`config.mk`:
```
export PLATFORM = sky130hd
export DESIGN_NAME = pll_power_lock_detect
export DESIGN_NICKNAME = d
export VERILOG_FILES = /design/src/verilog/pll_ctl_pkg.sv /design/src/verilog/lock_ctl_if.sv /design/src/verilog/lock_window_detector.sv /design/src/verilog/acq_aid_sequencer.sv /design/src/verilog/pll_power_lock_detect.sv
export VERILOG_INCLUDE_DIRS = /design/src /design/src/verilog
export SDC_FILE = /design/constraint.sdc
export NUM_CORES = 1
export LEC_CHECK = 0
export ABC_AREA = 1
export BUFFER_PORTS_ARGS = -buffer_cell sky130_fd_sc_hd__buf_2
export CORE_ASPECT_RATIO = 0.7
export CORE_UTILIZATION = 55
export CTS_BUF_LIST = sky130_fd_sc_hd__clkbuf_4
export CTS_CLUSTER_SIZE = 10
export DETAILED_ROUTE_END_ITERATION = 12
export GPL_TIMING_DRIVEN = 0
export PLACE_DENSITY = 0.81
export REMOVE_ABC_BUFFERS = 1
export SETUP_SLACK_MARGIN = 0.3
export SLEW_MARGIN = 25
export SYNTH_ARGS = -nofsm -noshare
export SYNTH_HDL_FRONTEND = slang
export SYNTH_SLANG_ARGS = --single-unit
```
`constraint.sdc`:
```
create_clock -name mclk -period 3.7 [get_ports mclk]
set_input_delay 0.74 -clock mclk [delete_from_list [all_inputs] [get_ports mclk]]
set_output_delay 0.74 -clock mclk [all_outputs]
set_load 0.01 [all_outputs]
```
`src/verilog/pll_ctl_cfg.svh`:
```
// Constants for the synthesizer power and lock detect controller.
// Assumes inclusion by bare name from any design file; definitions only.
`ifndef PLL_CTL_CFG_SVH
`define PLL_CTL_CFG_SVH

// Register byte offsets on the Wishbone slave.
`define OFS_CONTROL        8'h00
`define OFS_RF_NCOUNT      8'h04
`define OFS_STATUS         8'h08
`define OFS_ACQ_TIMEOUT    8'h0c

// Control register field positions.
`define CTL_RF_SECTION_POWER_DOWN_BIT      0
`define CTL_IF_SECTION_POWER_DOWN_BIT      1
`define CTL_AUTO_POWER_UP_ON_WRITE_BIT       2
`define CTL_QRATE_BIT      3
`define CTL_SEL_LSB        4
`define CTL_SEL_MSB        7
`define CTL_CSR_LSB        8
`define CTL_CSR_MSB        9
`define CTL_FASTLOCK_BIT   10
`define CTL_WIDTH          11

// Reset values: both sections powered down, selector driving low.
`define CTL_RESET          11'h003
`define TIMEOUT_RESET      16'h0100

// Test/lock selector codes.
`define SEL_LOW            4'h0
`define SEL_HIGH           4'h1
`define SEL_RF_LOCK        4'h2
`define SEL_IF_LOCK        4'h3
`define SEL_BOTH_LOCK      4'h4

// Lock detector windows in ns and the in-window cycle count.
`define RF_ENTRY_NS        10
`define RF_EXIT_NS         20
`define IF_ENTRY_NS        15
`define IF_EXIT_NS         30
`define LOCK_CYCLES        5
`define LD_DIVIDE          4

`endif

```
`src/verilog/pll_ctl_pkg.sv`:
```
// Types shared by the synthesizer power and lock detect controller.
// Assumes nothing beyond a SystemVerilog compiler.
package pll_ctl_pkg;

	// Cycle slip reduction factor as held in the control register.
	typedef enum logic [1:0] {
		CSR_OFF,
		CSR_HALF,
		CSR_QUARTER,
		CSR_SIXTEENTH
	} csr_factor_type;

	// Acquisition aid sequencer states.
	typedef enum logic [1:0] {
		ACQ_IDLE,
		ACQ_SLIP,
		ACQ_FAST
	} acq_state_type;

endpackage

```
`src/verilog/lock_ctl_if.sv`:
```
// Carrier between the controller top and one lock window detector.
// Assumes one instance per PLL, all on mclk.
`timescale 1ns/1ps
interface lock_ctl_if;
	logic       ref_tick;
	logic [7:0] phase_err;
	logic       enable;
	logic       init;
	logic       quarter_rate;
	logic       locked;

	modport det (input ref_tick, phase_err, enable, init, quarter_rate, output locked);
	modport ctl (output ref_tick, phase_err, enable, init, quarter_rate, input locked);
endinterface

```
`src/verilog/lock_window_detector.sv`:
```
// Hysteretic digital lock detector for one PLL.
// Assumes ref_tick pulses once per comparison cycle with phase_err in ns valid.
`timescale 1ns/1ps
`include "pll_ctl_cfg.svh"
module lock_window_detector import pll_ctl_pkg::*; #(
	parameter int ENTRY_NS = `RF_ENTRY_NS,
	parameter int EXIT_NS  = `RF_EXIT_NS
) (
	// Clock and reset.
	input wire logic mclk,
	input wire logic rst,
	// Detector side of the carrier.
	lock_ctl_if.det  lk
);
	localparam logic [7:0] ENTRY_W = 8'(ENTRY_NS);
	localparam logic [7:0] EXIT_W  = 8'(EXIT_NS);
	localparam logic [2:0] LAST    = 3'(`LOCK_CYCLES - 1);
	localparam logic [1:0] PRE_TOP = 2'(`LD_DIVIDE - 1);

	logic [1:0] pre_q;
	logic [2:0] cnt_q;
	logic       locked_q;
	logic       vtick;

	// Only every fourth comparison reaches the detector when quarter rate is on.
	assign vtick = lk.ref_tick && (!lk.quarter_rate || pre_q == PRE_TOP);

	// Comparison prescaler.
	always_ff @(posedge mclk) begin
		if (rst || lk.init || !lk.enable)
			pre_q <= 2'h0;
		else if (lk.ref_tick)
			pre_q <= pre_q + 2'h1;
	end

	// In-window counting and lock state; a counter write restarts the detector.
	always_ff @(posedge mclk) begin
		if (rst || lk.init || !lk.enable) begin
			cnt_q    <= 3'h0;
			locked_q <= 1'b0;
		end else if (vtick) begin
			if (locked_q) begin
				if (lk.phase_err > EXIT_W) begin
					locked_q <= 1'b0;
					cnt_q    <= 3'h0;
				end
			end else if (lk.phase_err < ENTRY_W) begin
				if (cnt_q == LAST)
					locked_q <= 1'b1;
				else
					cnt_q <= cnt_q + 3'h1;
			end else begin
				cnt_q <= 3'h0;
			end
		end
	end

	assign lk.locked = locked_q;
endmodule // lock_window_detector

```
`src/verilog/acq_aid_sequencer.sv`:
```
// Engages cycle slip reduction or fast-lock for a timed acquisition after a counter write.
// Assumes start is a one-cycle pulse and timeout counts mclk cycles.
`timescale 1ns/1ps
module acq_aid_sequencer import pll_ctl_pkg::*; (
	// Clock and reset.
	input  wire logic           mclk,
	input  wire logic           rst,
	// Control.
	input  wire logic           start,
	input  wire logic           powered,
	input  wire csr_factor_type csr_factor,
	input  wire logic           fast_en,
	input  wire logic [15:0]    timeout,
	// Loop controls.
	output logic [2:0]          rate_shift,
	output logic                cp_boost,
	output logic                res_switch,
	output logic                slip_active,
	output logic                fast_active
);
	acq_state_type state_q;
	logic [15:0]   tmr_q;
	logic [15:0]   slip_end;

	// Slip reduction lets go at a quarter of the timeout, near the transient peak.
	assign slip_end = timeout >> 2;

	// Sequencer; slip reduction takes precedence if software enables both.
	always_ff @(posedge mclk) begin
		if (rst || !powered) begin
			state_q <= ACQ_IDLE;
			tmr_q   <= 16'h0000;
		end else if (start) begin
			tmr_q <= 16'h0000;
			if (csr_factor != CSR_OFF)
				state_q <= ACQ_SLIP;
			else if (fast_en)
				state_q <= ACQ_FAST;
			else
				state_q <= ACQ_IDLE;
		end else begin
			unique case (state_q)
				ACQ_IDLE: tmr_q <= 16'h0000;
				ACQ_SLIP: begin
					tmr_q <= tmr_q + 16'h0001;
					if (tmr_q >= slip_end)
						state_q <= ACQ_IDLE;
				end
				ACQ_FAST: begin
					tmr_q <= tmr_q + 16'h0001;
					if (tmr_q >= timeout)
						state_q <= ACQ_IDLE;
				end
				default: state_q <= ACQ_IDLE;
			endcase
		end
	end

	// Comparison divide as log2 and fast-lock gain drives, all registered.
	always_ff @(posedge mclk) begin
		if (rst) begin
			rate_shift <= 3'h0;
			cp_boost   <= 1'b0;
			res_switch <= 1'b0;
		end else begin
			rate_shift <= 3'h0;
			if (state_q == ACQ_SLIP) begin
				unique case (csr_factor)
					CSR_HALF:      rate_shift <= 3'h1;
					CSR_QUARTER:   rate_shift <= 3'h2;
					CSR_SIXTEENTH: rate_shift <= 3'h4;
					CSR_OFF:       rate_shift <= 3'h0;
				endcase
			end
			cp_boost   <= state_q == ACQ_FAST;
			res_switch <= state_q == ACQ_FAST;
		end
	end

	assign slip_active = state_q == ACQ_SLIP;
	assign fast_active = state_q == ACQ_FAST;
endmodule // acq_aid_sequencer

```
`src/verilog/pll_power_lock_detect.sv`:
```
// Power state, lock detection and acquisition aid control for a dual synthesizer.
// Assumes a classic Wishbone master on mclk and per-PLL phase error samples in ns.
//
// Overview of operation
// - Chip enable low powers everything down, overriding all bits.
// - Auto power-up plus an RF counter write powers the RF section.
// - Both section power-down bits clear with chip enable high: all powered.
// - A set section bit powers that section down, unless auto power-up wins.
// - Lock rises after five successive cycles under the entry window.
// - Once locked the window widens; lock falls when error exceeds it.
// - A powered-down PLL forces the lock pin low when lock is shown.
// - Quarter rate option divides comparisons into the detector by four.
// - Combined lock view is the AND of both lock states.
// - Slip reduction scales the comparison rate by 1/2, 1/4 or 1/16.
// - Slip reduction lowers comparison rate in acquisition, then lets go.
// - Fast-lock boosts pump current and switches the resistor in acquisition only.
//
// Our own choices: the Wishbone interface to the registers and the address map.
`timescale 1ns/1ps
`include "pll_ctl_cfg.svh"
module pll_power_lock_detect import pll_ctl_pkg::*; (
	// Clock and reset.
	input  wire logic        mclk,
	input  wire logic        rst,
	// Wishbone slave.
	input  wire logic        wb_cyc_i,
	input  wire logic        wb_stb_i,
	input  wire logic        wb_we_i,
	input  wire logic [7:0]  wb_adr_i,
	input  wire logic [3:0]  wb_sel_i,
	input  wire logic [31:0] wb_dat_i,
	output logic [31:0]      wb_dat_o,
	output logic             wb_ack_o,
	// Chip enable pin.
	input  wire logic        chip_enable,
	// Phase detector samples.
	input  wire logic        rf_ref_tick,
	input  wire logic [7:0]  rf_phase_err,
	input  wire logic        if_ref_tick,
	input  wire logic [7:0]  if_phase_err,
	// Power and loop controls.
	output logic             rf_power_up,
	output logic             if_power_up,
	output logic [2:0]       csr_rate_shift,
	output logic             cp_current_boost,
	output logic             loop_resistor_switch,
	// Test and lock pin.
	output logic             test_lock_output_pin
);
	logic [`CTL_WIDTH-1:0] ctrl_q;
	logic [15:0]           timeout_q;
	logic [15:0]           ncount_q;
	logic                  ack_q;
	logic [31:0]           rdata_q;
	logic                  auto_power_up_on_write_hold_q;
	logic                  pin_q;
	logic                  req;
	logic                  wr_now;
	logic                  n_write;
	logic                  rf_section_power_down;
	logic                  if_section_power_down;
	logic                  auto_power_up_on_write;
	logic [3:0]            sel;
	logic                  rf_locked;
	logic                  if_locked;
	logic                  slip_active;
	logic                  fast_active;
	logic [1:0]            powered;
	logic [1:0]            ticks;
	logic [7:0]            errs [2];

	// Bus request qualifiers; a write commits only at the edge where ack is seen.
	assign req     = wb_cyc_i && wb_stb_i;
	assign wr_now  = req && wb_we_i && ack_q;
	assign n_write = wr_now && wb_adr_i == `OFS_RF_NCOUNT;

	// Control field views.
	assign rf_section_power_down = ctrl_q[`CTL_RF_SECTION_POWER_DOWN_BIT];
	assign if_section_power_down = ctrl_q[`CTL_IF_SECTION_POWER_DOWN_BIT];
	assign auto_power_up_on_write  = ctrl_q[`CTL_AUTO_POWER_UP_ON_WRITE_BIT];
	assign sel   = ctrl_q[`CTL_SEL_MSB:`CTL_SEL_LSB];

	// Ack one cycle after the request and drop it the next, so every access takes two edges.
	always_ff @(posedge mclk) begin
		if (rst)
			ack_q <= 1'b0;
		else
			ack_q <= req && !ack_q;
	end

	assign wb_ack_o = ack_q;

	// Control register with byte lanes; unmapped writes are acknowledged and dropped.
	always_ff @(posedge mclk) begin
		if (rst) begin
			ctrl_q <= `CTL_RESET;
		end else if (wr_now && wb_adr_i == `OFS_CONTROL) begin
			if (wb_sel_i[0])
				ctrl_q[7:0] <= wb_dat_i[7:0];
			if (wb_sel_i[1])
				ctrl_q[`CTL_WIDTH-1:8] <= wb_dat_i[`CTL_WIDTH-1:8];
		end
	end

	// Acquisition timeout register.
	always_ff @(posedge mclk) begin
		if (rst) begin
			timeout_q <= `TIMEOUT_RESET;
		end else if (wr_now && wb_adr_i == `OFS_ACQ_TIMEOUT) begin
			if (wb_sel_i[0])
				timeout_q[7:0] <= wb_dat_i[7:0];
			if (wb_sel_i[1])
				timeout_q[15:8] <= wb_dat_i[15:8];
		end
	end

	// RF counter holding word; the write itself is the event that matters here.
	always_ff @(posedge mclk) begin
		if (rst) begin
			ncount_q <= 16'h0000;
		end else if (n_write) begin
			if (wb_sel_i[0])
				ncount_q[7:0] <= wb_dat_i[7:0];
			if (wb_sel_i[1])
				ncount_q[15:8] <= wb_dat_i[15:8];
		end
	end

	// Read data is captured in the request cycle and presented with ack.
	always_ff @(posedge mclk) begin
		if (rst) begin
			rdata_q <= 32'h0000_0000;
		end else if (req && !ack_q) begin
			unique case (wb_adr_i)
				`OFS_CONTROL:     rdata_q <= {21'h000000, ctrl_q};
				`OFS_RF_NCOUNT:   rdata_q <= {16'h0000, ncount_q};
				`OFS_STATUS:      rdata_q <= {26'h0000000, fast_active, slip_active,
					if_locked, rf_locked, if_power_up, rf_power_up};
				`OFS_ACQ_TIMEOUT: rdata_q <= {16'h0000, timeout_q};
				default:          rdata_q <= 32'h0000_0000;
			endcase
		end
	end

	assign wb_dat_o = rdata_q;

	// Auto power-up memory: a counter write with the option on keeps the RF section up
	// until chip enable falls or software withdraws the option.
	always_ff @(posedge mclk) begin
		if (rst || !chip_enable || !auto_power_up_on_write)
			auto_power_up_on_write_hold_q <= 1'b0;
		else if (n_write)
			auto_power_up_on_write_hold_q <= 1'b1;
	end

	// Power resolution is combinational so chip enable and the bits act without a clock edge.
	// The same-edge counter write is folded in so auto power-up is never a cycle late.
	assign rf_power_up = chip_enable && (!rf_section_power_down || auto_power_up_on_write_hold_q || (auto_power_up_on_write && n_write));
	assign if_power_up = chip_enable && !if_section_power_down;

	// Per-PLL inputs to the detectors.
	assign powered = {if_power_up, rf_power_up};
	assign ticks   = {if_ref_tick, rf_ref_tick};
	assign errs[0] = rf_phase_err;
	assign errs[1] = if_phase_err;

	// One lock detector per PLL; index 0 is RF, 1 is IF.
	for (genvar p = 0; p < 2; p++) begin : g_pll
		lock_ctl_if lk ();
		assign lk.ref_tick     = ticks[p];
		assign lk.phase_err    = errs[p];
		assign lk.enable       = powered[p];
		assign lk.init         = n_write;
		assign lk.quarter_rate = ctrl_q[`CTL_QRATE_BIT];
		lock_window_detector #(
			.ENTRY_NS (p == 0 ? `RF_ENTRY_NS : `IF_ENTRY_NS),
			.EXIT_NS  (p == 0 ? `RF_EXIT_NS : `IF_EXIT_NS)
		) u_det (
			.mclk (mclk),
			.rst  (rst),
			.lk   (lk)
		);
	end

	assign rf_locked = g_pll[0].lk.locked;
	assign if_locked = g_pll[1].lk.locked;

	// Acquisition aids for the RF loop, started by the counter write.
	acq_aid_sequencer u_acq (
		.mclk        (mclk),
		.rst         (rst),
		.start       (n_write),
		.powered     (rf_power_up),
		.csr_factor  (csr_factor_type'(ctrl_q[`CTL_CSR_MSB:`CTL_CSR_LSB])),
		.fast_en     (ctrl_q[`CTL_FASTLOCK_BIT]),
		.timeout     (timeout_q),
		.rate_shift  (csr_rate_shift),
		.cp_boost    (cp_current_boost),
		.res_switch  (loop_resistor_switch),
		.slip_active (slip_active),
		.fast_active (fast_active)
	);

	// Test/lock pin; a powered-down PLL is gated here too, not only through its detector.
	always_ff @(posedge mclk) begin
		if (rst) begin
			pin_q <= 1'b0;
		end else begin
			unique case (sel)
				`SEL_HIGH:      pin_q <= 1'b1;
				`SEL_RF_LOCK:   pin_q <= rf_locked && rf_power_up;
				`SEL_IF_LOCK:   pin_q <= if_locked && if_power_up;
				`SEL_BOTH_LOCK: pin_q <= rf_locked && if_locked && rf_power_up && if_power_up;
				default:        pin_q <= 1'b0;
			endcase
		end
	end

	assign test_lock_output_pin = pin_q;
endmodule // pll_power_lock_detect

```
Yosys cells after proc, flatten, opt, wreduce, memory -nomap -nowiden

Index checks and enable logic that the tools add are counted.

Input bits: 68
Output and inout bits: 41
Word-level logic and storage cells: 133
Flip-flop bits (word level): 112

$add $sub $neg: 5
Muxes and demuxes: 26
Order comparisons: 6
Eq/ne operators: 23
Bitwise logic cells: 1
Reductions and logical operators: 52

Operators with widths:

| operator                | number |
|---|---|
| $pmux W16 S4            | 1 |
| $pmux W16 S2            | 1 |
| $mux W3                 | 8 |
| $logic_and A1 B1 Y1     | 17 |
| $add A16 B1 Y16 const B | 1 |
| $eq A8 B4 Y1 const B    | 2 |
| $ge A16 B14 Y1          | 1 |
| $ge A16 B16 Y1          | 1 |
| $gt A8 B5 Y1 const B    | 2 |
| $lt A8 B4 Y1 const B    | 2 |
| $pmux W3 S4             | 1 |
| $reduce_and A2 Y1       | 6 |
| $eq A2 B2 Y1 const B    | 5 |
| $logic_or A1 B1 Y1      | 10 |
| $mux W2                 | 5 |
| $reduce_and A3 Y1       | 3 |
| $eq A4 B2 Y1 const B    | 2 |
| $eq A8 B3 Y1 const B    | 1 |
| $logic_not A1 Y1        | 8 |
| $logic_not A8 Y1        | 1 |
| $mux W1                 | 8 |
| $add A3 B1 Y3 const B   | 2 |
| $eq A3 B3 Y1 const B    | 2 |
| $ne A2 B2 Y1 const B    | 3 |
| 12 further kinds        | 20 |

Logic depth before layout (Yosys ltp)

Gate-level depths: netlist of the first run.

Depth after elaboration: 10
Mapped depth: 16
Mapped depth without buffers: 16

Modules after synthesis

Synthesis of the first run repeated with hierarchy kept, for this count alone.

Cells, all modules: 757
Area total of the unflattened synthesis: 5490.3 um2

Modules (own cells, without submodules):

| module                                 | area each (um2) | times used | cells an instance | sequential area each (um2) |
|---|---|---|---|---|
| pll_power_lock_detect                  | 2877.8          | 1          | 377               | 1241.2 |
| acq_aid_sequencer                      | 1786.7          | 1          | 258               | 440.4 |
| lock_window_detector at g_pll[1].u_det | 426.7           | 1          | 61                | 120.1 |
| lock_window_detector at g_pll[0].u_det | 399.1           | 1          | 61                | 120.1 |

Worst setup path before layout of the first run

No wires, ideal clock.

Kind: in2out
Start point: input wb_adr_i[7]
End point: output rf_power_up
Stages: 7
Required time: 2.960 ns
Buffers on the path: 0
Data arrival time: 1.558 ns
Setup slack: 1.402 ns
Cells stage by stage: nor2_1 -> nand2_2 -> nor2_2 -> nand2_2 -> o21ai_2 -> inv_2 -> nor2_4

Longest elaborated chain between the ends: 5

Ends and longest elaborated chain:

| element                              | RTL line                     | text |
|---|---|---|
| start, declared                      | pll_power_lock_detect.sv:29  | `input wire logic [7:0] wb_adr_i,` |
| $eq A8 B3 Y1                         | -                            |  |
| $logic_and A1 B1 Y1 (no source line) | -                            |  |
| $logic_and A1 B1 Y1                  | pll_power_lock_detect.sv:158 | `assign rf_power_up = chip_enable && (!rf_section_power_down \|\| auto_power_up_on_write_hold_q \|\| (auto_power_up ...` |
| $logic_or A1 B1 Y1                   | pll_power_lock_detect.sv:158 |  |
| $logic_and A1 B1 Y1                  | pll_power_lock_detect.sv:158 |  |
| end, declared                        | pll_power_lock_detect.sv:42  | `output logic rf_power_up,` |

No other way between the ends.

Final worst setup path of the first run

Start point: register ack_q, in the netlist wb_ack_o
End point: output rf_power_up

Longest elaborated chain between the ends: 5

Ends and longest elaborated chain:

| element                              | RTL line                     | text |
|---|---|---|
| start, declared                      | pll_power_lock_detect.sv:53  | `logic ack_q;` |
| start signal, assigned               | pll_power_lock_detect.sv:88  | `ack_q <= req && !ack_q;` |
| $logic_and A1 B1 Y1                  | pll_power_lock_detect.sv:74  | `assign wr_now = req && wb_we_i && ack_q;` |
| $logic_and A1 B1 Y1 (no source line) | -                            |  |
| $logic_and A1 B1 Y1                  | pll_power_lock_detect.sv:158 |  |
| $logic_or A1 B1 Y1                   | pll_power_lock_detect.sv:158 |  |
| $logic_and A1 B1 Y1                  | pll_power_lock_detect.sv:158 |  |

No other way between the ends.

==> metrics.md, run 1 <==
| Metric | Value |
|---|---|
| Status | `complete, no violations` |
| Placed insts | `860` |
| All-Layer GR Usage | `0.274` |
| Max FO, Critical Path | `8` |
| Routed WL | `12400 um` |
| Xor/xnor share of the synthesized area | `0.0121` |
| Cell taking the most area after synthesis | `dfxtp_1` |
| Largest family of logic cells by synthesized area | `simple AND/OR/NAND/NOR gates` |
| Die Span Y | `82.5 um` |
| DRT iter0 DRCs | `399` |
| CP Class | `reg2out` |
| I/O pin cnt | `109` |
| First-pass GRT wire length | `20000 um` |
| Final-report max-slew violation count | `0` |
| Worst endpoint data arrival time | `1.99 ns` |
| Worst reg-to-reg setup slack | `1.65 ns` |
| I/O Buffers | `74` |
| Clock Latency Late Sink | `0.46 ns` |
| Distinct cells, synth | `47` |
| RSZ-0062 raised after global routing | `no` |
| Data required, critical path | `2.96 ns` |
| Sw Share | `0.263` |
| Sw Pwr | `436 uW` |
| Area Growth Syn to Fin | `9.89%` |
| Seq/Total Area, Yosys | `0.378` |
| Clock Skews | `0.0208 ns` |
| Mapped Area | `5090 um^2` |
| Htree depth | `3` |
| Placed wire-length estimate | `9520 um` |
| Max cap viols | `0` |
| Peak VDD IR | `181 uV` |
| ANT cells | `0` |
| Post-synth top area share | `0.378` |
| Mux contribution to synthesized area | `0.00394` |
| Clock group share of total power | `0.320` |
| Share of cells above drive strength 1 | `0.149` |
| # nets final | `860` |
| Yosys warns | `0` |
| Final Core Density | `0.641` |
| Antenna Violating Nets Remaining | `0` |
| Std-Cell Rows | `28` |
| Fmax | `367 MHz` |
| Core ar. | `8720 um^2` |
| Post-CTS sizing | `0` |
| Finish-stage setup viols | `0` |
| Setup bufs post-CTS | `0` |
| Total grt overflow | `0` |
| End point of the critical path | `rf_power_up` |
| Rel. slew slack | `0.450` |
| Die Area | `9640 um^2` |
| Most frequent cells in the layout | `nand2_1 (121), dfxtp_1 (96), inv_1 (95)` |
| PwrDens | `296 nW/um^2` |
| Hold Buf Count CTS | `0` |
| Internal Power | `1220 uW` |
| DR WL/cell | `14.2 um` |
| Clock buffer depth | `2` |
| Initial core utilization | `0.583` |
| Worst setup EP type | `primary output` |
| Crit start category | `register` |
| Class of the worst hold path | `reg2reg` |
| Synth Area in Compound Gates | `0.190` |
| TritonCTS clock tree | `done` |
| Combinational Power Share | `0.055` |
| R2R depth | `9` |
| Setup crit start | `wb_ack_o` |
| Clk slew on worst S/H paths | `0.16 ns` |
| Die width | `117 um` |
| Synth Area in Adders | `0.101` |
| DR vias | `4733` |
| Final hold violation count | `0` |
| Commonest non-fill, non-tap cell in the layout | `nand2_1` |
| Crit share post-route | `0.737` |
| Drt pass-1 iters | `6` |
| Routed vias/inst | `5.40` |
| Antenna violations before repair | `0` |
| Seq cells post-synth | `96` |
| CTS Buf Count | `9` |
| Syn Area/Cell | `7.43 um^2` |
| GPL Wtd Cong | `0.893` |
| Synth Area in Simple Gates | `0.203` |
| Number of remaining DRC errors | `0` |
| Setup Total Neg Slack | `0 ns` |
| RR Endpoint | `u_acq.tmr_q[13]` |
| Root Buffer | `clkbuf_4` |
| Final cell count without fillers | `876` |
| Vias in the first global route | `4196` |
| Minimum clock period | `2.73 ns` |
| Critical R2R Launch | `u_acq.state_q[0]` |
| Leak | `0.00230 uW` |
| Cell count after synthesis | `685` |
| Top cells by area, synth | `dfxtp_1 (38%), ha_1 (10%), nand2_1 (8.9%)` |
| CTS Sinks | `96` |
| Largest net degree at the start of global routing | `45` |
| Measured slew at the worst slew-check pin | `0.819 ns` |
| Flop pwr share | `0.625` |
per-layer routing:
layer	up-vias	wire length [um]	GRT usage
met5	-	0	0
met4	0	182	0.0759
met3	21	1180	0.0796
met2	199	5530	0.449
met1	2143	5540	0.354
li1	2370	-	-
state kept, by name (all words and copies together) (netlist names):
signal,flops
auto_power_up_on_write_hold_q,1
wb_dat_o,16
u_acq.cp_boost,1
timeout_q,16
ncount_q,16
g_pll.u_det.lk.locked,2
ctrl_q,11
u_acq.rate_shift,3
u_acq.tmr_q,16
wb_ack_o,1
test_lock_output_pin,1
g_pll.u_det.pre_q,4
g_pll.u_det.cnt_q,6
u_acq.state_q,2
layout make-up:
type | count | area (um^2)
Fill cell | 770 | 3130
Multi-Input combinational cell | 472 | 2650
Sequential cell | 96 | 1920
Timing Repair Buffer | 74 | 370
Inverter | 98 | 368
Tap cell | 120 | 150
Clock buffer | 10 | 75.1
Clock inverter | 6 | 51.3
logic make-up after synthesis:
logic type                 after synthesis
buffers and inverters                  132
other                                    1
muxes                                    2
xor gates and xnor gates                 7
DFF                                     96
adders and majority gates               41
and+or+nand+nor                        231
AOI/OAI and AO/OA                      175
critical path, stage by stage (launching register included):
cell	delay (ns)
dfxtp_1	0.39
nand2_1	0.07
nor2_2	0.33
nand2_2	0.18
o21ai_2	0.16
inv_2	0.07
nor2_4	0.15
buf_2	0.16
metrics by stage:
stage	total power (uW)	area [um^2]	hold WS (ns)	setup WS (ns)
after floorplan	1100	4940	0.427	1.40
after CTS	1660	5590	0.460	0.992
after global placement	1140	5460	0.434	0.799
final	1660	5590	0.464	0.974
after detailed placement	1150	5460	0.440	0.767
after global routing	1720	5590	0.494	0.831
cell usage after synthesis, drive strengths merged:
master  count
a21oi      78
o21bai      1
nor3       19
clkinv      1
a22oi       1
o31ai       1
mux2i       2
conb        1
o21a        3
inv        97
nor3b       2
o211ai      3
clkbuf     13
xnor2       4
buf        21
xor2        3
o21ai      68
o221ai      4
nand3      20
nor2       52
nand3b      2
dfxtp      96
o22ai       9
nor4        3
or2         3
and3        1
a41oi       1
nand4       6
a31oi       1
nand2     123
a31o        2
a211oi      3
ha         41
power by group through the flow:
stage                     Clock [uW]  Combinational, uW  Sequential, uW
after floorplan                    0               40.3            1060
after global placement             0               85.7            1060
after detailed placement           0               88.4            1060
after CTS                        533               89.0            1040
after global routing             587                101            1040
final                            530               90.9            1040
worst min-delay path by stage:
stage / end / cells after the start / slack, ns / startpoint
after floorplan: ncount_q[1] / 2 / 0.43 / ncount_q[1]
final: ncount_q[5] / 2 / 0.46 / ncount_q[5]
after global placement: ncount_q[1] / 2 / 0.43 / ncount_q[1]
after global routing: ncount_q[5] / 2 / 0.49 / ncount_q[5]
after CTS: ncount_q[5] / 2 / 0.46 / ncount_q[5]
after detailed placement: ncount_q[5] / 2 / 0.44 / ncount_q[5]
Note: power is estimated with default switching activity, not from simulation.
==> inputs of run 2 (changes only) <==
--- a/config.mk
+++ b/config.mk
@@ -6,15 +6,15 @@
 export SDC_FILE = /design/constraint.sdc
 export NUM_CORES = 1
 export LEC_CHECK = 0
-export ABC_AREA = 1
+export ABC_AREA = 0
 export BUFFER_PORTS_ARGS = -buffer_cell sky130_fd_sc_hd__buf_2
 export CORE_ASPECT_RATIO = 0.7
-export CORE_UTILIZATION = 55
+export CORE_UTILIZATION = 51
 export CTS_BUF_LIST = sky130_fd_sc_hd__clkbuf_4
 export CTS_CLUSTER_SIZE = 10
 export DETAILED_ROUTE_END_ITERATION = 12
 export GPL_TIMING_DRIVEN = 0
-export PLACE_DENSITY = 0.81
+export PLACE_DENSITY = 0.79
 export REMOVE_ABC_BUFFERS = 1
 export SETUP_SLACK_MARGIN = 0.3
 export SLEW_MARGIN = 25
==> constraint.sdc (replaced) <==
create_clock -name mclk -period 2.4 [get_ports mclk]
set_input_delay 0.48 -clock mclk [delete_from_list [all_inputs] [get_ports mclk]]
set_output_delay 0.48 -clock mclk [all_outputs]
set_load 0.01 [all_outputs]
==> run 2 against run 1 <==
Net effect:
- core utilization fell by 4.9 points
- worst hold slack got worse by 0.20 ns
- clock skew decreased by 0.0066 ns
- flip-flop and latch count unchanged
- final area up 3.0%
- setup slack worse by 0.60 ns
- clock-buffer cell count down 1
- sequential power rose by 54%
==> metrics.md, run 2 <==
| Metric | Value |
|---|---|
| Clk slew on worst S/H paths | `0.15 ns` |
| Leak | `0.00243 uW` |
| Largest net degree at the start of global routing | `66` |
| CP Class | `reg2out` |
| Hold Startpoint | `wb_dat_i[8]` |
| Total grt overflow | `0` |
| Syn Area/Cell | `8.81 um^2` |
| Htree depth | `3` |
| Rel. slew slack | `0.536` |
| Clock Skews | `0.0141 ns` |
| Worst setup EP type | `primary output` |
| Distinct cells, synth | `59` |
| DR vias | `4340` |
| All-Layer GR Usage | `0.245` |
| Fmax | `494 MHz` |
| TritonCTS clock tree | `done` |
| ANT cells | `0` |
| Seq/Total Area, Yosys | `0.375` |
| RR Endpoint | `u_acq.state_q[0]` |
| Routed vias/inst | `5.54` |
| Post-synth top area share | `0.375` |
| Std-Cell Rows | `30` |
| Commonest non-fill, non-tap cell in the layout | `dfxtp_1` |
| Final hold violation count | `0` |
| Antenna violations before repair | `0` |
| Asr flop ratio synth | `0` |
| Die Area | `10500 um^2` |
| Most frequent cells in the layout | `dfxtp_1 (95), nand2_1 (86), nor2_1 (71), buf_2 (71), ha_1 (41)` |
| Count leader, synth | `dfxtp_1` |
| Antenna Violating Nets Remaining | `0` |
| Top post-synthesis cells by count | `dfxtp_1 (96), nand2_1 (86), nor2_1 (72), ha_1 (41), a21oi_1 (37)` |
| Die Span Y | `85.9 um` |
| Max FO, Critical Path | `3` |
| Design Area, Final | `5760 um^2` |
| GPL Wtd Cong | `0.865` |
| CP Cell Sequence | `nand4_4 -> nor2_4 -> and3_4 -> a21oi_2 -> nor2b_1 -> buf_2` |
| RSZ-0062 raised after global routing | `no` |
| Final cell count without fillers | `784` |
| Data required, critical path | `1.92 ns` |
| I/O Buffers | `74` |
| Seq cells post-synth | `96` |
| Hold Buf Count CTS | `0` |
| Finish-stage setup viols | `0` |
| Worst Hold Path EP | `ncount_q[8]` |
| Cell taking the most area after synthesis | `dfxtp_1` |
| Share of cells above drive strength 1 | `0.194` |
| Worst reg-to-reg setup slack | `0.48 ns` |
| Max cap viols | `0` |
| Top cells by area, synth | `dfxtp_1 (37%), ha_1 (10%), nand2_1 (6.3%)` |
| Minimum clock period | `2.02 ns` |
| R2R depth | `8` |
| CTS Buf Count | `9` |
| Final hold slack | `0.267 ns` |
| Crit start category | `register` |
| Hold Path Stages | `3` |
| Setup Total Neg Slack | `0 ns` |
| Core ar. | `9720 um^2` |
| Drt pass-1 iters | `5` |
| # nets final | `760` |
| Crit share post-route | `0.843` |
| Vias in the first global route | `4200` |
| Setup crit start | `wb_ack_o` |
| Crit path largest cell delay | `0.38 ns` |
| Status | `complete, no violations` |
| Measured slew at the worst slew-check pin | `0.696 ns` |
| Crit-path slowest cell | `dfxtp_2` |
| PwrDens | `508 nW/um^2` |
| Final-report max-slew violation count | `0` |
| Root Buffer | `clkbuf_4` |
| Placement Cell Area | `5480 um^2` |
| Cell count after synthesis | `582` |
| EDFF count, synth | `0` |
| I/O pin cnt | `109` |
| Area Growth Syn to Fin | `12.3%` |
| CTS Sinks | `96` |
| Clock Latency Late Sink | `0.46 ns` |
| Yosys warns | `0` |
| Initial core utilization | `0.527` |
| Die width | `122 um` |
| Routed WL | `12000 um` |
| Critical R2R Launch | `timeout_q[4]` |
| DR WL/cell | `15.3 um` |
| Placed wire-length estimate | `9130 um` |
| Peak VDD IR | `346 uV` |
| Mapped Area | `5130 um^2` |
| Class of the worst hold path | `in2reg` |
| Placed insts | `763` |
| Worst endpoint data arrival time | `1.54 ns` |
| Layout fillers | `845` |
| First-pass GRT wire length | `19900 um` |
| Top_reg_cell synth | `dfxtp_1` |
| Number of remaining DRC errors | `0` |
| Clock buffer depth | `2` |
| DRT iter0 DRCs | `290` |
-- run 2: cells by family (layout without fill, tap and decap cells) --
kind of cell / Yosys count / after routing / share of synthesized area
buffers and inverters: 63 / 122 / 0.0656
AND/OR/NAND/NOR: 230 / 230 / 0.222
AO/OA/AOI/OAI: 99 / 99 / 0.126
multiplexers: 35 / 35 / 0.0817
adder cells (fa/ha/maj): 41 / 41 / 0.100
other: 1 / 16 / 0.000731
flip-flops: 96 / 96 / 0.375
XOR/XNOR: 17 / 17 / 0.0290
-- run 2: metal layers --
metal,vias to the layer above,share of wire,global-route usage
li1,2126,-,-
met4,0,0.011,0.0718
met5,-,0,0
met1,2042,0.48,0.334
met2,161,0.44,0.389
met3,11,0.071,0.0505
-- run 2: what timing repair did --
item	4_1_cts	5_1_grt
pin swaps	2	3
buffers inserted	2	3
gates resized for setup	4	5
setup endpoints to repair	8	3
-- run 2: how the worst max path moves through the flow --
stage | slack (ns) | endpoint | cells after the start
2_1_floorplan | 0.63 | rf_power_up | 5
3_3_place_gp | -0.12 | wb_dat_o[12] | 5
3_5_place_dp | 0.13 | wb_dat_o[14] | 5
4_1_cts | 0.27 | rf_power_up | 5
5_1_grt | 0.29 | rf_power_up | 6
6_report | 0.38 | rf_power_up | 6
-- run 2: area by class of cell --
cell class | instances | area [um^2] | share of cell area
clock inverter | 7 | 141 | 0.0246
tap | 128 | 160 | 0.0278
timing repair buffer | 79 | 415 | 0.0721
sequential | 96 | 1920 | 0.334
inverter | 27 | 101 | 0.0176
multi-input combinational | 438 | 2950 | 0.512
clock buffer | 9 | 67.6 | 0.0117
-- run 2: power by group --
| group | internal (uW) | switching, uW | total, uW |
|---|---|---|---|
| Combinational | 53.8 | 99.5 | 153 |
| Clock | 634 | 541 | 1180 |
| Sequential | 1590 | 0.791 | 1600 |
-- run 2: critical path: cells and delay by family, from the launching register on --
family          cells  cell delay (ns)
simple gates        4             0.51
flops               1             0.38
buf+inv             1             0.14
compound gates      1             0.05
-- run 2: through the flow --
step | utilization | power, uW | worst slack (ns)
2_1_floorplan | - | 1680 | 0.630
5_1_grt | 0.592 | 3020 | 0.293
6_report | 0.592 | 2920 | 0.376
4_1_cts | 0.588 | 2950 | 0.273
3_3_place_gp | 0.564 | 1770 | -0.123
3_5_place_dp | 0.564 | 1780 | 0.134
==> inputs of run 3 (changes only) <==
--- a/config.mk
+++ b/config.mk
@@ -9,12 +9,12 @@
 export ABC_AREA = 0
 export BUFFER_PORTS_ARGS = -buffer_cell sky130_fd_sc_hd__buf_2
 export CORE_ASPECT_RATIO = 0.7
-export CORE_UTILIZATION = 51
+export CORE_UTILIZATION = 55
 export CTS_BUF_LIST = sky130_fd_sc_hd__clkbuf_4
 export CTS_CLUSTER_SIZE = 10
 export DETAILED_ROUTE_END_ITERATION = 12
 export GPL_TIMING_DRIVEN = 0
-export PLACE_DENSITY = 0.79
+export PLACE_DENSITY = 0.81
 export REMOVE_ABC_BUFFERS = 1
 export SETUP_SLACK_MARGIN = 0.3
 export SLEW_MARGIN = 25
==> constraint.sdc (replaced) <==
create_clock -name mclk -period 1.9 [get_ports mclk]
set_input_delay 0.38 -clock mclk [delete_from_list [all_inputs] [get_ports mclk]]
set_output_delay 0.38 -clock mclk [all_outputs]
set_load 0.01 [all_outputs]
==> run 3 against run 2 <==
Net effect:
- the run now ends with negative setup slack left
- register-to-register slack got worse by 0.37 ns
- global-route usage rose by 2.7 points
- via count rose by 4.7%
- final area rose by 5.4%
- sequential share of layout area fell by 1.1 points
- sequential power rose by 26%
- combinational power rose by 34%
- highest routed layer unchanged
==> metrics.md, run 3 (synthesized netlist as in run 2, its figures left out) <==
| Metric | Value |
|---|---|
| Minimum clock period | `1.93 ns` |
| Crit share post-route | `1.02` |
| Clock buffer depth | `2` |
| ANT cells | `0` |
| TritonCTS clock tree | `done` |
| Antenna Violating Nets Remaining | `0` |
| Die width | `117 um` |
| Number of remaining DRC errors | `0` |
| Placed wire-length estimate | `9290 um` |
| All-Layer GR Usage | `0.271` |
| CP Cell Sequence | `nand4_4 -> nor2_4 -> and3_4 -> a21oi_2 -> nor2b_1 -> buf_2` |
| Drt pass-1 iters | `5` |
| Peak VDD IR | `406 uV` |
| Htree depth | `3` |
| Total grt overflow | `0` |
| Final hold violation count | `0` |
| Data required, critical path | `1.52 ns` |
| Crit path largest cell delay | `0.38 ns` |
| Register Area | `1960 um^2` |
| Commonest non-fill, non-tap cell in the layout | `nand2_1` |
| Rel. slew slack | `0.527` |
| DRT iter0 DRCs | `321` |
| Die Area | `9720 um^2` |
| RSZ-0062 raised after global routing | `yes` |
| DR vias | `4542` |
| Initial core utilization | `0.565` |
| Fmax | `518 MHz` |
| Status | `finished with violations` |
| Multi-input logic area | `3210 um^2` |
| Pre-CTS setup slack | `-0.178 ns` |
| Buf+Inv Stages, Crit Path | `1` |
| Measured slew at the worst slew-check pin | `0.710 ns` |
| DR WL/cell | `16.8 um` |
| Worst endpoint data arrival time | `1.55 ns` |
| Antenna violations before repair | `0` |
| Share of cells above drive strength 1 | `0.312` |
| Layout fillers | `748` |
| CP Class | `reg2out` |
| Routed WL | `13300 um` |
| Die Span Y | `82.8 um` |
| Delay-heaviest family, CP | `simple AND/OR/NAND/NOR gates` |
| Clock Skews | `0.0176 ns` |
| Final setup margin | `-0.0317 ns` |
| Most frequent cells in the layout | `nand2_1 (83), buf_2 (71), nor2_1 (70)` |
| Clk slew on worst S/H paths | `0.16 ns` |
| Violated checks | `negative setup slack` |
| First-pass GRT wire length | `20200 um` |
| I/O pin cnt | `109` |
| Max cap viols | `0` |
| Routed vias/inst | `5.75` |
| # nets final | `770` |
| Design Area, Final | `6070 um^2` |
| GPL Wtd Cong | `0.836` |
| CTS Sinks | `96` |
| Final Power | `3360 uW` |
| Placement Cell Area | `5480 um^2` |
| Vias in the first global route | `4162` |
| Final Core Density | `0.669` |
| Crit start category | `register` |
| Setup Total Neg Slack | `-0.0317 ns` |
| Class of the worst hold path | `in2reg` |
| Largest net degree at the start of global routing | `66` |
| Area Growth Syn to Fin | `18.4%` |
| Root Buffer | `clkbuf_4` |
| CTS Buf Count | `9` |
| Core ar. | `9070 um^2` |
| Std-Cell Rows | `29` |
| Worst setup EP type | `primary output` |
| Clock Latency Late Sink | `0.48 ns` |
| Leak | `0.00250 uW` |
| PwrDens | `554 nW/um^2` |
| Max FO, Critical Path | `2` |
| Finish-stage setup viols | `1` |
| I/O Buffers | `74` |
| Crit-path slowest cell | `dfxtp_2` |
| Final-report max-slew violation count | `0` |
## run 3: final cells by class
type / instances / area share
inverter: 27 / 0.0171
tap: 124 / 0.0256
sequential: 96 / 0.323
clock buffer: 9 / 0.0111
timing repair buffer: 88 / 0.0816
multi-input combinational: 439 / 0.529
clock inverter: 7 / 0.0128
## run 3: where the power goes
part | internal (uW) | switching, uW | total (uW) | leakage [uW]
clock network | 415 | 728 | 1140 | 0.0000773
logic | 73.1 | 131 | 205 | 0.00163
registers | 2010 | 0.840 | 2010 | 0.000786
## run 3: metrics by stage
stage,hold WS (ns),cells
after CTS,0.116,784
final,0.139,790
after floorplan,0.419,561
after detailed placement,0.445,759
after global placement,0.435,759
after global routing,0.116,790
## run 3: tightest hold or removal path: stages
cell	delay [ns]
buf_2	0.11
nand2_1	0.05
a21oi_1	0.05
## run 3: repair_timing
action,CTS,global route
hold buffers,0,0
gates resized for setup,53,40
setup buffers,9,5
pin swaps,16,13
gates cloned,0,1
setup endpoints to repair,49,63
## run 3: worst paths after layout
check	start	slack, ns	endpoint	depth (start not counted)
worst max-delay path	wb_ack_o	-0.03	rf_power_up	6
worst min register to register	ncount_q[15]	0.46	ncount_q[15]	2
worst min-delay path	wb_dat_i[15]	0.14	ncount_q[15]	3
worst max register to register	wb_ack_o	0.11	wb_dat_o[0]	6
## run 3: routing by layer
layer | vias up | wire, um | global-route usage
li1 | 2156 | - | -
met2 | 169 | 6060 | 0.460
met4 | 0 | 145 | 0.0844
met5 | - | 0 | 0
met3 | 16 | 916 | 0.0574
met1 | 2201 | 6150 | 0.352
